### src/shared/tcoc_defs.svh
// Register map, field positions, reset values and mode codes of the timer output control
`ifndef TCOC_DEFS_SVH
`define TCOC_DEFS_SVH
`define TCOC_OFS_OUT_MODE 8'h80
`define TCOC_OFS_CLK_MODE 8'h81
`define TCOC_OFS_COMPARE_A_LO 8'h88
`define TCOC_OFS_COMPARE_A_HI 8'h89
`define TCOC_OFS_COMPARE_B_LO 8'h8a
`define TCOC_OFS_COMPARE_B_HI 8'h8b
`define TCOC_OFS_CAPTURE_LO 8'h86
`define TCOC_OFS_CAPTURE_HI 8'h87
`define TCOC_OFS_COUNT_LO 8'h84
`define TCOC_OFS_COUNT_HI 8'h85
`define TCOC_OFS_IRQ_STATUS 8'h90
`define TCOC_OFS_IRQ_MASK 8'h91
`define TCOC_RST_BYTE 8'h00
`define TCOC_RST_WORD 16'h0000
`define TCOC_OUT_MODE_MASK 8'hf3
`define TCOC_CLK_MODE_MASK 8'h1f
`define TCOC_CHAN_A_HI 7
`define TCOC_CHAN_A_LO 6
`define TCOC_CHAN_B_HI 5
`define TCOC_CHAN_B_LO 4
`define TCOC_WGM_LOW_HI 1
`define TCOC_WGM_LOW_LO 0
`define TCOC_WGM_UP_HI 4
`define TCOC_WGM_UP_LO 3
`define TCOC_CS_HI 2
`define TCOC_CS_LO 0
`define TCOC_IRQ_MATCH_A 0
`define TCOC_IRQ_MATCH_B 1
`define TCOC_IRQ_OVERFLOW 2
`define TCOC_IRQ_WIDTH 3
`define TCOC_COM_OFF 2'h0
`define TCOC_COM_TOGGLE 2'h1
`define TCOC_COM_CLEAR 2'h2
`define TCOC_COM_SET 2'h3
`define TCOC_WGM_NORMAL 4'h0
`define TCOC_WGM_PC8 4'h1
`define TCOC_WGM_PC9 4'h2
`define TCOC_WGM_PC10 4'h3
`define TCOC_WGM_CTC_A 4'h4
`define TCOC_WGM_FAST8 4'h5
`define TCOC_WGM_FAST9 4'h6
`define TCOC_WGM_FAST10 4'h7
`define TCOC_WGM_PFC_ICR 4'h8
`define TCOC_WGM_PFC_A 4'h9
`define TCOC_WGM_PC_ICR 4'ha
`define TCOC_WGM_PC_A 4'hb
`define TCOC_WGM_CTC_ICR 4'hc
`define TCOC_WGM_FAST_ICR 4'he
`define TCOC_WGM_FAST_A 4'hf
`define TCOC_TOP_8 16'h00ff
`define TCOC_TOP_9 16'h01ff
`define TCOC_TOP_10 16'h03ff
`define TCOC_TOP_MAX 16'hffff
`define TCOC_BOTTOM 16'h0000
`define TCOC_COUNT_ONE 16'h0001
`define TCOC_DIV_8 10'd7
`define TCOC_DIV_64 10'd63
`define TCOC_DIV_256 10'd255
`define TCOC_DIV_1024 10'd1023
`define TCOC_DIV_ZERO 10'd0
`define TCOC_DIV_ONE 10'd1
`endif

### src/shared/tcoc_pkg.sv
// Types shared by the timer output control design
package tcoc_pkg;
   typedef enum logic [1:0] {TCOC_KIND_PLAIN, TCOC_KIND_FAST, TCOC_KIND_DUAL} tcoc_kind_e;
   typedef enum logic [1:0] {TCOC_ACT_NONE, TCOC_ACT_TOGGLE, TCOC_ACT_CLEAR, TCOC_ACT_SET}
      tcoc_act_e;
endpackage : tcoc_pkg
### src/logic/tcoc_prescaler.sv
// Prescaler producing the one-cycle timer tick enable
`timescale 1ns/100ps
`include "tcoc_defs.svh"
module tcoc_prescaler
   import tcoc_pkg::*;
(
   input wire logic clk,
   input wire logic rst_n,
   input wire logic [2:0] clk_select,
   output logic timer_tick_enable
);
   logic [9:0] div_reg;
   logic [9:0] limit;
   logic tick_reg;

   always_comb
   begin
      unique case (clk_select)
         3'h2: limit = `TCOC_DIV_8;
         3'h3: limit = `TCOC_DIV_64;
         3'h4: limit = `TCOC_DIV_256;
         3'h5: limit = `TCOC_DIV_1024;
         default: limit = `TCOC_DIV_ZERO;
      endcase
   end

   // Divider counts I/O clocks; tick is an enable, not a clock
   always_ff @(posedge clk or negedge rst_n)
   begin
      if (!rst_n)
         div_reg <= `TCOC_DIV_ZERO;
      else if (clk_select == 3'h0 || div_reg >= limit)
         div_reg <= `TCOC_DIV_ZERO;
      else
         div_reg <= div_reg + `TCOC_DIV_ONE;
   end

   // External clock selections are not supported here and stop the tick
   always_comb
   begin
      tick_reg = (clk_select != 3'h0) && (clk_select < 3'h6) && (div_reg >= limit);
   end
   assign timer_tick_enable = tick_reg;
endmodule : tcoc_prescaler

### src/logic/tcoc_timer_out.sv
// Timer counter with compare output and waveform mode control
// Behaviour
// - Timer tick is a clock enable only
// - Dual-slope frequency-correct loads compares at bottom
// - Nonzero mode field gives pin to compare
// - Code meaning depends on waveform kind
// - Non-PWM: off, toggle, clear, set on match
// - Fast PWM 01 toggles A in 14/15
// - Fast PWM 10/11 non-inverting or inverting
// - Fast PWM compare at top ignored, bottom acts
// - Dual-slope 01 toggles A in 9/11
// - Dual-slope 10/11 act by count direction
// - Mode code joins two registers' bits
// - Mode selects sequence, top, waveform
// - Normal, clear-on-match and three PWM kinds
// - Output mode register resets to zero
// - Upper mode bits in second register 4:3
// - Match sets the channel compare flag
`timescale 1ns/100ps
`include "tcoc_defs.svh"
module tcoc_timer_out
   import tcoc_pkg::*;
(
   input wire logic clk,
   input wire logic reset_n,
   input wire logic [7:0] addr,
   input wire logic [7:0] wdata,
   input wire logic wr_en,
   input wire logic rd_en,
   output logic [7:0] rdata,
   output logic compare_out_a,
   output logic compare_out_b,
   output logic chan_a_owns_pin,
   output logic chan_b_owns_pin,
   output logic irq
);
   // ==========================================================
   // Reset release
   logic rst_meta_reg;
   logic rst_n;
   always_ff @(posedge clk or negedge reset_n)
   begin
      if (!reset_n)
      begin
         rst_meta_reg <= 1'b0;
         rst_n <= 1'b0;
      end
      else
      begin
         rst_meta_reg <= 1'b1;
         rst_n <= rst_meta_reg;
      end
   end

   // ==========================================================
   // Registers
   logic [7:0] timer_output_mode_control_reg;
   logic [7:0] timer_clock_mode_control_reg;
   logic [15:0] compare_buf_a_reg, compare_buf_b_reg, capture_reg;
   logic [15:0] compare_value_reg_a, compare_value_reg_b;
   logic [15:0] count_value_reg;
   logic count_down_reg;
   logic [`TCOC_IRQ_WIDTH-1:0] irq_status_reg, irq_mask_reg, irq_event;
   logic [1:0] chan_a_out_mode, chan_b_out_mode;
   logic [3:0] wave_gen_mode;
   logic timer_tick_enable;
   logic cnt_write;

   assign chan_a_out_mode = timer_output_mode_control_reg[`TCOC_CHAN_A_HI:`TCOC_CHAN_A_LO];
   assign chan_b_out_mode = timer_output_mode_control_reg[`TCOC_CHAN_B_HI:`TCOC_CHAN_B_LO];
   assign wave_gen_mode = {timer_clock_mode_control_reg[`TCOC_WGM_UP_HI:`TCOC_WGM_UP_LO],
      timer_output_mode_control_reg[`TCOC_WGM_LOW_HI:`TCOC_WGM_LOW_LO]};

   always_ff @(posedge clk or negedge rst_n)
   begin
      if (!rst_n)
      begin
         timer_output_mode_control_reg <= `TCOC_RST_BYTE;
         timer_clock_mode_control_reg <= `TCOC_RST_BYTE;
      end
      else if (wr_en && addr == `TCOC_OFS_OUT_MODE)
         timer_output_mode_control_reg <= wdata & `TCOC_OUT_MODE_MASK;
      else if (wr_en && addr == `TCOC_OFS_CLK_MODE)
         timer_clock_mode_control_reg <= wdata & `TCOC_CLK_MODE_MASK;
   end

   always_ff @(posedge clk or negedge rst_n)
   begin
      if (!rst_n)
      begin
         compare_buf_a_reg <= `TCOC_RST_WORD;
         compare_buf_b_reg <= `TCOC_RST_WORD;
         capture_reg <= `TCOC_RST_WORD;
      end
      else if (wr_en)
      begin
         unique case (addr)
            `TCOC_OFS_COMPARE_A_LO: compare_buf_a_reg[7:0] <= wdata;
            `TCOC_OFS_COMPARE_A_HI: compare_buf_a_reg[15:8] <= wdata;
            `TCOC_OFS_COMPARE_B_LO: compare_buf_b_reg[7:0] <= wdata;
            `TCOC_OFS_COMPARE_B_HI: compare_buf_b_reg[15:8] <= wdata;
            `TCOC_OFS_CAPTURE_LO: capture_reg[7:0] <= wdata;
            `TCOC_OFS_CAPTURE_HI: capture_reg[15:8] <= wdata;
            default: ;
         endcase
      end
   end

   // ==========================================================
   // Mode decode
   tcoc_kind_e kind;
   logic [15:0] top_value;
   logic double_buf, load_at_bottom, ovf_at_top, ovf_at_bottom;
   always_comb
   begin
      kind = TCOC_KIND_PLAIN;
      top_value = `TCOC_TOP_MAX;
      double_buf = 1'b1;
      load_at_bottom = 1'b0;
      ovf_at_top = 1'b0;
      ovf_at_bottom = 1'b1;
      unique case (wave_gen_mode)
         `TCOC_WGM_NORMAL, `TCOC_WGM_CTC_A, `TCOC_WGM_CTC_ICR:
         begin
            double_buf = 1'b0;
            ovf_at_bottom = 1'b0;
         end
         `TCOC_WGM_PC8, `TCOC_WGM_FAST8: top_value = `TCOC_TOP_8;
         `TCOC_WGM_PC9, `TCOC_WGM_FAST9: top_value = `TCOC_TOP_9;
         `TCOC_WGM_PC10, `TCOC_WGM_FAST10: top_value = `TCOC_TOP_10;
         `TCOC_WGM_PFC_ICR, `TCOC_WGM_PC_ICR, `TCOC_WGM_FAST_ICR: top_value = capture_reg;
         `TCOC_WGM_PFC_A, `TCOC_WGM_PC_A, `TCOC_WGM_FAST_A: top_value = compare_value_reg_a;
         default: ;
      endcase
      if (wave_gen_mode == `TCOC_WGM_CTC_A)
         top_value = compare_value_reg_a;
      if (wave_gen_mode == `TCOC_WGM_CTC_ICR)
         top_value = capture_reg;
      if (wave_gen_mode inside {`TCOC_WGM_FAST8, `TCOC_WGM_FAST9, `TCOC_WGM_FAST10,
         `TCOC_WGM_FAST_ICR, `TCOC_WGM_FAST_A})
      begin
         kind = TCOC_KIND_FAST;
         load_at_bottom = 1'b1;
         ovf_at_top = 1'b1;
         ovf_at_bottom = 1'b0;
      end
      else if (double_buf && wave_gen_mode != 4'hd)
         kind = TCOC_KIND_DUAL;
      if (wave_gen_mode inside {`TCOC_WGM_PFC_ICR, `TCOC_WGM_PFC_A})
         load_at_bottom = 1'b1;
   end

   // ==========================================================
   // Counter
   tcoc_prescaler u_prescaler (
      .clk(clk),
      .rst_n(rst_n),
      .clk_select(timer_clock_mode_control_reg[`TCOC_CS_HI:`TCOC_CS_LO]),
      .timer_tick_enable(timer_tick_enable)
   );

   logic at_top, at_bottom;
   assign at_top = count_value_reg == top_value;
   assign at_bottom = count_value_reg == `TCOC_BOTTOM;
   assign cnt_write = wr_en && (addr == `TCOC_OFS_COUNT_LO || addr == `TCOC_OFS_COUNT_HI);

   always_ff @(posedge clk or negedge rst_n)
   begin
      if (!rst_n)
      begin
         count_value_reg <= `TCOC_RST_WORD;
         count_down_reg <= 1'b0;
      end
      else if (cnt_write)
      begin
         if (addr == `TCOC_OFS_COUNT_LO)
            count_value_reg[7:0] <= wdata;
         else
            count_value_reg[15:8] <= wdata;
      end
      else if (timer_tick_enable)
      begin
         if (kind == TCOC_KIND_DUAL)
         begin
            if (at_top)
               count_down_reg <= 1'b1;
            else if (at_bottom)
               count_down_reg <= 1'b0;
            if (at_top || (count_down_reg && !at_bottom))
               count_value_reg <= count_value_reg - `TCOC_COUNT_ONE;
            else
               count_value_reg <= count_value_reg + `TCOC_COUNT_ONE;
         end
         else
         begin
            count_down_reg <= 1'b0;
            count_value_reg <= (at_top && wave_gen_mode != `TCOC_WGM_NORMAL) ? `TCOC_BOTTOM
               : count_value_reg + `TCOC_COUNT_ONE;
         end
      end
   end

   // Active compare registers: immediate, at top, or at bottom
   always_ff @(posedge clk or negedge rst_n)
   begin
      if (!rst_n)
      begin
         compare_value_reg_a <= `TCOC_RST_WORD;
         compare_value_reg_b <= `TCOC_RST_WORD;
      end
      else if (!double_buf || (timer_tick_enable &&
         (load_at_bottom ? at_bottom : at_top)))
      begin
         compare_value_reg_a <= compare_buf_a_reg;
         compare_value_reg_b <= compare_buf_b_reg;
      end
   end

   // ==========================================================
   // Compare output units
   logic [1:0] match, out_reg, owns;
   logic [1:0][1:0] com;
   logic [1:0][15:0] cmp;
   tcoc_act_e [1:0] act;
   assign com[0] = chan_a_out_mode;
   assign com[1] = chan_b_out_mode;
   assign cmp[0] = compare_value_reg_a;
   assign cmp[1] = compare_value_reg_b;

   genvar ch;
   generate
      for (ch = 0; ch < 2; ch++)
      begin : g_chan
         assign match[ch] = timer_tick_enable && count_value_reg == cmp[ch];
         assign owns[ch] = com[ch] != `TCOC_COM_OFF;
         always_comb
         begin
            act[ch] = TCOC_ACT_NONE;
            unique case (kind)
               TCOC_KIND_PLAIN:
                  if (match[ch])
                     act[ch] = tcoc_act_e'(com[ch]);
               TCOC_KIND_FAST:
                  if (com[ch] == `TCOC_COM_TOGGLE)
                  begin
                     if (ch == 0 && match[ch] && wave_gen_mode[3:1] == 3'h7)
                        act[ch] = TCOC_ACT_TOGGLE;
                  end
                  else if (com[ch][1])
                  begin
                     if (match[ch] && !(cmp[ch] == top_value))
                        act[ch] = com[ch][0] ? TCOC_ACT_SET : TCOC_ACT_CLEAR;
                     else if (timer_tick_enable && at_top)
                        act[ch] = com[ch][0] ? TCOC_ACT_CLEAR : TCOC_ACT_SET;
                  end
               TCOC_KIND_DUAL:
                  if (com[ch] == `TCOC_COM_TOGGLE)
                  begin
                     if (ch == 0 && match[ch] && (wave_gen_mode == `TCOC_WGM_PFC_A ||
                        wave_gen_mode == `TCOC_WGM_PC_A))
                        act[ch] = TCOC_ACT_TOGGLE;
                  end
                  else if (com[ch][1] && match[ch])
                     act[ch] = (com[ch][0] ^ count_down_reg) ? TCOC_ACT_SET
                        : TCOC_ACT_CLEAR;
               default: ;
            endcase
         end
         always_ff @(posedge clk or negedge rst_n)
         begin
            if (!rst_n)
               out_reg[ch] <= 1'b0;
            else
            begin
               unique case (act[ch])
                  TCOC_ACT_TOGGLE: out_reg[ch] <= !out_reg[ch];
                  TCOC_ACT_CLEAR: out_reg[ch] <= 1'b0;
                  TCOC_ACT_SET: out_reg[ch] <= 1'b1;
                  TCOC_ACT_NONE: ;
               endcase
            end
         end
      end
   endgenerate

   // Pin only drives when the port direction bit outside also selects output
   assign compare_out_a = out_reg[0];
   assign compare_out_b = out_reg[1];
   assign chan_a_owns_pin = owns[0];
   assign chan_b_owns_pin = owns[1];

   // ==========================================================
   // Interrupts
   assign irq_event[`TCOC_IRQ_MATCH_A] = match[0];
   assign irq_event[`TCOC_IRQ_MATCH_B] = match[1];
   assign irq_event[`TCOC_IRQ_OVERFLOW] = timer_tick_enable &&
      ((ovf_at_top && at_top) || (ovf_at_bottom && at_bottom && count_down_reg) ||
      (!ovf_at_top && !ovf_at_bottom && count_value_reg == `TCOC_TOP_MAX));
   always_ff @(posedge clk or negedge rst_n)
   begin
      if (!rst_n)
      begin
         irq_status_reg <= '0;
         irq_mask_reg <= '0;
      end
      else
      begin
         if (wr_en && addr == `TCOC_OFS_IRQ_MASK)
            irq_mask_reg <= wdata[`TCOC_IRQ_WIDTH-1:0];
         // Set wins over a simultaneous clear
         irq_status_reg <= (irq_status_reg & ~((wr_en && addr == `TCOC_OFS_IRQ_STATUS) ?
            wdata[`TCOC_IRQ_WIDTH-1:0] : '0)) | irq_event;
      end
   end
   assign irq = |(irq_status_reg & irq_mask_reg);

   // ==========================================================
   // Read port
   always_ff @(posedge clk or negedge rst_n)
   begin
      if (!rst_n)
         rdata <= `TCOC_RST_BYTE;
      else if (rd_en)
      begin
         unique case (addr)
            `TCOC_OFS_OUT_MODE: rdata <= timer_output_mode_control_reg;
            `TCOC_OFS_CLK_MODE: rdata <= timer_clock_mode_control_reg;
            `TCOC_OFS_COMPARE_A_LO: rdata <= compare_buf_a_reg[7:0];
            `TCOC_OFS_COMPARE_A_HI: rdata <= compare_buf_a_reg[15:8];
            `TCOC_OFS_COMPARE_B_LO: rdata <= compare_buf_b_reg[7:0];
            `TCOC_OFS_COMPARE_B_HI: rdata <= compare_buf_b_reg[15:8];
            `TCOC_OFS_CAPTURE_LO: rdata <= capture_reg[7:0];
            `TCOC_OFS_CAPTURE_HI: rdata <= capture_reg[15:8];
            `TCOC_OFS_COUNT_LO: rdata <= count_value_reg[7:0];
            `TCOC_OFS_COUNT_HI: rdata <= count_value_reg[15:8];
            `TCOC_OFS_IRQ_STATUS: rdata <= {5'h00, irq_status_reg};
            `TCOC_OFS_IRQ_MASK: rdata <= {5'h00, irq_mask_reg};
            default: rdata <= `TCOC_RST_BYTE;
         endcase
      end
      else
         rdata <= `TCOC_RST_BYTE;
   end
endmodule : tcoc_timer_out

### config.mk
export PLATFORM = sky130hd
export DESIGN_NAME = tcoc_timer_out
export DESIGN_NICKNAME = d
export VERILOG_FILES = /design/src/shared/tcoc_pkg.sv /design/src/logic/tcoc_prescaler.sv /design/src/logic/tcoc_timer_out.sv
export VERILOG_INCLUDE_DIRS = /design/src /design/src/shared
export SDC_FILE = /design/constraint.sdc
export NUM_CORES = 1
export LEC_CHECK = 0
export BUFFER_PORTS_ARGS = -buffer_cell sky130_fd_sc_hd__buf_2
export CAP_MARGIN = 20
export CORE_MARGIN = 1
export CORE_UTILIZATION = 30
export CTS_BUF_LIST = sky130_fd_sc_hd__clkbuf_4 sky130_fd_sc_hd__clkbuf_8 sky130_fd_sc_hd__clkbuf_16
export DETAILED_ROUTE_END_ITERATION = 6
export PLACE_DENSITY_LB_ADDON = 0.3
export SLEW_MARGIN = 10
export SYNTH_ARGS = -nofsm -noshare
export SYNTH_HDL_FRONTEND = slang
export SYNTH_SLANG_ARGS = --single-unit
### constraint.sdc
create_clock -name clk -period 7.7 [get_ports clk]
set_clock_uncertainty 0.05 [all_clocks]
set_input_delay 0 -clock clk [delete_from_list [all_inputs] [get_ports clk]]
set_output_delay 0 -clock clk [all_outputs]
set_load 0.05 [all_outputs]
==> summary.txt, run 1 <==
Hold path
  • HP Class: in2reg
  • Hold Crit Depth: 2

Detailed routing
  • Post-route ant nets: 0
  • Routed vias/inst: 5.90
  • DRC Markers: 0
  • Avg WL per Cell: 22.8 µm
  • Vias: 8669
  • Initial drt markers: 1144
  • Total wire length: 33500 µm
  • DR pass1 iterations: 5

Synth
  • Synth Flop Type: dfrtp_1
  • Synthesized cell area: 9640 µm²
  • Number of flops mapped to enable cells by yosys: 0
  • Post-synth ARST share: 100%
  • #FFs+latches synth: 136
  • Area share of fa/ha/maj cells after synthesis: 1.82%
  • Cell count after synthesis: 1065
  • Largest family of logic cells by synthesized area: simple AND/OR/NAND/NOR gates
  • Fraction of synthesized cell area in xor and xnor cells: 5.63%
  • Compound-gate portion of the synthesized area: 20.3%
  • Yosys warns: 0
  • Netlist cell types: 87
  • Post-synth net total: 1099
  • Register area share after synthesis: 35.3%
  • Syn Area/Cell: 9.05 µm²
  • Mux cell area share after synthesis: 11.2%
  • Synth Area in Simple Gates: 20.8%

Die
  • Die Ht: 181 µm
  • # rows: 65
  • Die area: 32800 µm²
  • Core area: 31600 µm²
  • Num ports: 33
  • Die W: 181 µm
  • Initial Utilization: 30.5%

Setup path
  • Worst reg-to-reg path cell count: 11
  • Crit end category: register
  • Startpoint types: register
  • Critical Path RT: 7.95 ns
  • Crit Path Max Fanout: 32
  • Worst Path Arrival: 4.68 ns
  • Setup CP Type: reg2reg

STA
  • Final min period: 4.42 ns
  • Max Fclk: 226 MHz
  • Relative slew slack: 36.9%
  • Final setup viols: 0
  • Fin. Hold Viols: 0
  • Worst Slack Setup Final: 3.28 ns
  • Final period util: 57.5%
  • Max-slew violation count: 0
  • Unrepaired setup endpoints after global routing: no
  • Least-Margin Pin Slew: 0.937 ns
  • Post-Route Setup TNS: 0 ns

GRT
  • Initial antenna violation count: 0
  • GRT overflow: 0
  • Vias in the first global route: 8285
  • First-pass GRT wire length: 51900 µm
  • GR Util All Layers: 20.7%
  • Pin count of the biggest net entering global routing: 71

Clock network
  • Postcts setup bufs: 0
  • CTS sink count: 136
  • TritonCTS Buffers: 17
  • H-tree level count: 4
  • Clock Tree Buf Depth: 2
  • Hold buffer count at CTS: 5
  • Worst-path clk slew: 0.07 ns
  • Clock root buffer: clkbuf_16
  • CTS tree: yes
  • Clock network latency to the later pin of the worst-skew pair: 0.43 ns
  • Post-CTS sizing: 0

Layout
  • FILL cells: 3278
  • Final Util: 33.9%
  • Layout cells sized above 1: 17.6%
  • Finished Layout Cells: 1469
  • Layout area overhead: 11.1%
  • Final Cell Area: 10700 µm²
  • Commonest non-fill, non-tap cell in the layout: dfrtp_1
  • Commonest non-fill, non-tap cells in the layout: 135 x dfrtp_1, 86 x nand2_1, 81 x nor2_1
  • Layout Nets: 1089
  • # diodes: 0

Placed design
  • Placer Congestion: 0.931
  • Placed Area: 10000 µm²
  • Inst Count DP: 1431
  • PortBufs: 32
  • Hpwl dp: 23800 µm
  • Post-Place Worst Slack: 3.33 ns

Pwr
  • Maximum vdd drop: 0.141 mV
  • P per Cell Area: 217 nW/µm²
  • Leakage dissipation: 4.32 nW

Outcome
  • Status: completed

Run
  • Maxcap violations: 0
-- final cells by class --
| type | count | area [µm²] | area share (%) |
|---|---|---|---|
| Multi-Input combinational cell | 824 | 5780 | 54.0 |
| Sequential cell | 136 | 3410 | 31.8 |
| Tap cell | 402 | 503 | 4.70 |
| Clock buffer | 17 | 425 | 3.97 |
| Timing Repair Buffer | 48 | 293 | 2.73 |
| Clock inverter | 14 | 189 | 1.76 |
| Inverter | 28 | 105 | 0.982 |
-- Yosys cell counts (all sizes together) (10+ instances only) --
| cell | count | area share, % |
|---|---|---|
| a21o | 10 | 0.78 |
| a21oi | 45 | 2.4 |
| a221oi | 18 | 1.6 |
| a22oi | 17 | 1.3 |
| a31oi | 19 | 1.2 |
| and3 | 15 | 0.97 |
| buf | 31 | 1.9 |
| clkbuf | 46 | 1.8 |
| dfrtp | 136 | 35 |
| ha | 14 | 1.8 |
| inv | 28 | 1.1 |
| mux2 | 78 | 10 |
| nand2 | 87 | 3.4 |
| nand2b | 22 | 1.4 |
| nand3 | 41 | 2.3 |
| nand4 | 16 | 1.0 |
| nor2 | 83 | 3.4 |
| nor2b | 14 | 0.91 |
| nor3 | 36 | 1.9 |
| nor4 | 19 | 1.5 |
| o211ai | 11 | 0.86 |
| o21ai | 61 | 3.2 |
| o22ai | 11 | 0.71 |
| or3 | 16 | 1.0 |
| xnor2 | 34 | 3.1 |
| xor2 | 28 | 2.5 |
-- final timing paths --
kind                                                             startpoint                            endpoint  slack, ns
worst max-delay path            timer_clock_mode_control_reg[3]$_DFFE_PN0P_  compare_value_reg_b[7]$_DFFE_PN0P_       3.28
worst min-delay path                                               wdata[3]    compare_buf_a_reg[3]$_DFFE_PN0P_       0.04
worst max register to register  timer_clock_mode_control_reg[3]$_DFFE_PN0P_  compare_value_reg_b[7]$_DFFE_PN0P_       3.28
worst min register to register                       rst_meta_reg$_DFF_PN0_                     rst_n$_DFF_PN0_       0.31
max in group asynchronous                                   rst_n$_DFF_PN0_  compare_value_reg_b[7]$_DFFE_PN0P_       5.77
min in group asynchronous                                           reset_n              rst_meta_reg$_DFF_PN0_       0.39
-- logic make-up (layout without fill, tap and decap cells) --
logic type                 count (synthesis)  count (layout)
and+or+nand+nor                          385             385
adders and majority gates                 14              14
DFF                                      136             136
AOI/OAI and AO/OA                        275             275
buffers and inverters                    105             107
xor gates and xnor gates                  62              62
other                                      1               1
muxes                                     87              87
-- stage by stage --
| step | hold WS [ns] | power, mW |
|---|---|---|
| final | 0.0435 | 2.33 |
| after global routing | 0.0289 | 2.43 |
| after CTS | 0.0333 | 2.32 |
| after detailed placement | -0.263 | 1.42 |
| after global placement | -0.265 | 1.42 |
| after floorplan | -0.346 | 1.26 |
-- power by group --
group          internal, mW  switching, mW
combinational         0.209          0.278
clock                 0.519          0.383
sequential            0.762          0.174
total                  1.49          0.835
-- layer usage --
layer / up-vias / track usage [%] / routed length, µm
met5: - / 0 / 0
met4: 0 / 7.36 / 951
met2: 372 / 31.4 / 14800
met1: 4302 / 29.4 / 15400
li1: 3935 / - / -
met3: 60 / 3.67 / 2370
-- critical path, cell delays in order (launching register included) --
cell	delay, ns
dfrtp_1	0.87
nor2b_1	0.73
o21ai_0	0.34
o21a_1	0.26
nor4b_2	0.39
nand3_4	0.16
nor4_2	0.26
buf_4	0.22
mux2_2	0.20
a21oi_4	0.05
buf_4	0.33
mux2_4	0.37
(Power assumes the default switching activity.)
==> run 2: changes to the inputs <==
Clock period 7.7 ns to 4.2 ns, I/O delays scaled along.
==> run 2 against run 1 <==
Combinational power up 110%. Non-clock buffer count up 18. Final area up 0.95%. Routed wire length up 2.8%. Critical path depth down 1. Largest cell class unchanged. Via count up 1.6%. Power up 80%. Sequential share of layout area down 0.30 points. Count of clock-buffer cells in the layout unchanged.
==> summary.txt, run 2 (same netlist as run 1, synthesis figures left out) <==
Outcome
  • Status: completed

Layout
  • Commonest non-fill, non-tap cell in the layout: dfrtp_1
  • Layout area overhead: 12.1%
  • Layout cells sized above 1: 18.8%
  • # diodes: 0
  • Layout Nets: 1107
  • FILL cells: 3280
  • Final Cell Area: 10800 µm²
  • Commonest non-fill, non-tap cells in the layout: 135 x dfrtp_1, 86 x nand2_1, 81 x nor2_1

Clock network
  • Worst-path clk slew: 0.07 ns
  • CTS tree: yes
  • CTS sink count: 136
  • H-tree level count: 4
  • Post-CTS sizing: 0
  • Clock network latency to the later pin of the worst-skew pair: 0.45 ns
  • TritonCTS Buffers: 17
  • Hold buffer count at CTS: 5
  • Clock root buffer: clkbuf_16
  • Postcts setup bufs: 0
  • Clock Tree Buf Depth: 2

GRT
  • GR Util All Layers: 21.3%
  • First-pass GRT wire length: 52500 µm
  • Vias in the first global route: 8416
  • GRT overflow: 0
  • Initial antenna violation count: 3
  • Pin count of the biggest net entering global routing: 72

Pwr
  • Sw frac: 36.0%
  • Maximum vdd drop: 0.285 mV
  • Internal Power: 2.67 mW
  • Switching power: 1.50 mW
  • Pwr Total: 4.18 mW
  • Leakage dissipation: 4.41 nW
  • P per Cell Area: 387 nW/µm²
  • Reg power frac: 39.9%
  • Logic gate share of total power: 24.2%
  • Clk network pwr share: 35.9%

Setup path
  • Worst Path Arrival: 4.01 ns
  • Critical Path RT: 4.51 ns
  • Slowest cell on the critical path: or4b_4
  • Crit Path Max Fanout: 14
  • Critical Path Max Stage Delay: 0.60 ns
  • FF-to-FF Start: timer_output_mode_control_reg[1]$_DFFE_PN0P_
  • Critical Path, Cell by Cell: buf_4 -> or4b_4 -> nor2_1 -> a21oi_1 -> xnor2_1 -> nand4_1 -> or3_1 -> nand2_2 -> a22oi_1 -> a211oi_1
  • Startpoint types: register
  • Setup CP Type: reg2reg
  • Critical R2R Capture: count_value_reg[2]$_DFFE_PN0P_
  • Flop2flop setup slack: 0.50 ns
  • Crit end category: register
  • Worst reg-to-reg path cell count: 10

Die
  • # rows: 65
  • Die W: 181 µm
  • Core area: 31600 µm²
  • Initial Utilization: 30.5%
  • Die area: 32800 µm²
  • Num ports: 33
  • Die Ht: 181 µm

STA
  • Final period util: 88.1%
  • Max Fclk: 270 MHz
  • Unrepaired setup endpoints after global routing: no
  • Max-slew violation count: 0
  • Relative slew slack: 27.3%
  • Least-Margin Pin Slew: 1.08 ns
  • Final min period: 3.70 ns
  • Final setup viols: 0
  • Post-Route Setup TNS: 0 ns
  • Fin. Hold Viols: 0

Hold path
  • Hold Startpoint: rd_en
  • HP Class: in2reg
  • Hold Crit Depth: 3
  • Hold EP: rdata[4]$_DFF_PN0_

Detailed routing
  • Avg WL per Cell: 23.2 µm
  • DR pass1 iterations: 6
  • Total wire length: 34500 µm
  • Routed vias/inst: 5.93
  • Initial drt markers: 823
  • Vias: 8809
  • DRC Markers: 0
  • Post-route ant nets: 0

Run
  • Maxcap violations: 0

Placed design
  • Hpwl dp: 25300 µm
  • Placed Area: 10200 µm²
  • PortBufs: 32
  • Placer Congestion: 0.937
run 2: final cells by class:
cell class,instances,area (µm²),share of cell area [%]
multi-input combinational,824,5780,53.5
sequential,136,3410,31.5
tap,402,503,4.65
timing repair buffer,66,453,4.19
clock buffer,17,425,3.94
clock inverter,12,130,1.20
inverter,28,105,0.973
run 2: critical path, delay by kind of cell, from the launching register on:
kind                      cells  cell delay, ns
AOI/OAI and AO/OA             3            0.47
buffers and inverters         1            0.26
DFF                           1            0.54
xor gates and xnor gates      1            0.35
and+or+nand+nor               5            1.97
run 2: worst max path at each step:
stage | from | to | slack (ns) | depth (start not counted)
3_5_place_dp | timer_output_mode_control_reg[1]$_DFFE_PN0P_ | count_value_reg[2]$_DFFE_PN0P_ | 0.52 | 9
6_report | timer_output_mode_control_reg[1]$_DFFE_PN0P_ | count_value_reg[2]$_DFFE_PN0P_ | 0.50 | 10
3_3_place_gp | timer_clock_mode_control_reg[3]$_DFFE_PN0P_ | count_value_reg[2]$_DFFE_PN0P_ | 0.57 | 10
5_1_grt | timer_output_mode_control_reg[1]$_DFFE_PN0P_ | count_value_reg[2]$_DFFE_PN0P_ | 0.24 | 10
2_1_floorplan | rst_n$_DFF_PN0_ | capture_reg[0]$_DFFE_PN0P_ | 0.08 | 0
4_1_cts | timer_output_mode_control_reg[1]$_DFFE_PN0P_ | count_value_reg[2]$_DFFE_PN0P_ | 0.55 | 9
run 2: power by group through the flow:
stage	sequential [mW]	combinational [mW]	clock, mW
3_3_place_gp	1.68	0.994	0
2_1_floorplan	1.51	0.793	0
6_report	1.67	1.01	1.50
3_5_place_dp	1.68	0.993	0
5_1_grt	1.67	1.09	1.57
4_1_cts	1.65	1.00	1.52
run 2: routing by layer:
layer	share of wire, %	up-vias	track usage [%]
met5	0	-	0
met4	3.0	0	8.81
met3	6.9	63	2.84
met2	42	407	30.6
met1	48	4368	31.7
li1	-	3971	-
run 2: stage by stage:
stage	setup WS, ns	utilization, %	std cells	hold WS [ns]
global placement	0.567	32.3	1451	-0.265
floorplan	0.0803	-	1065	-0.346
global route	0.245	34.2	1485	0.0266
CTS	0.553	34.2	1485	0.0128
finish	0.499	34.2	1485	0.0294
detailed placement	0.517	32.3	1451	-0.263
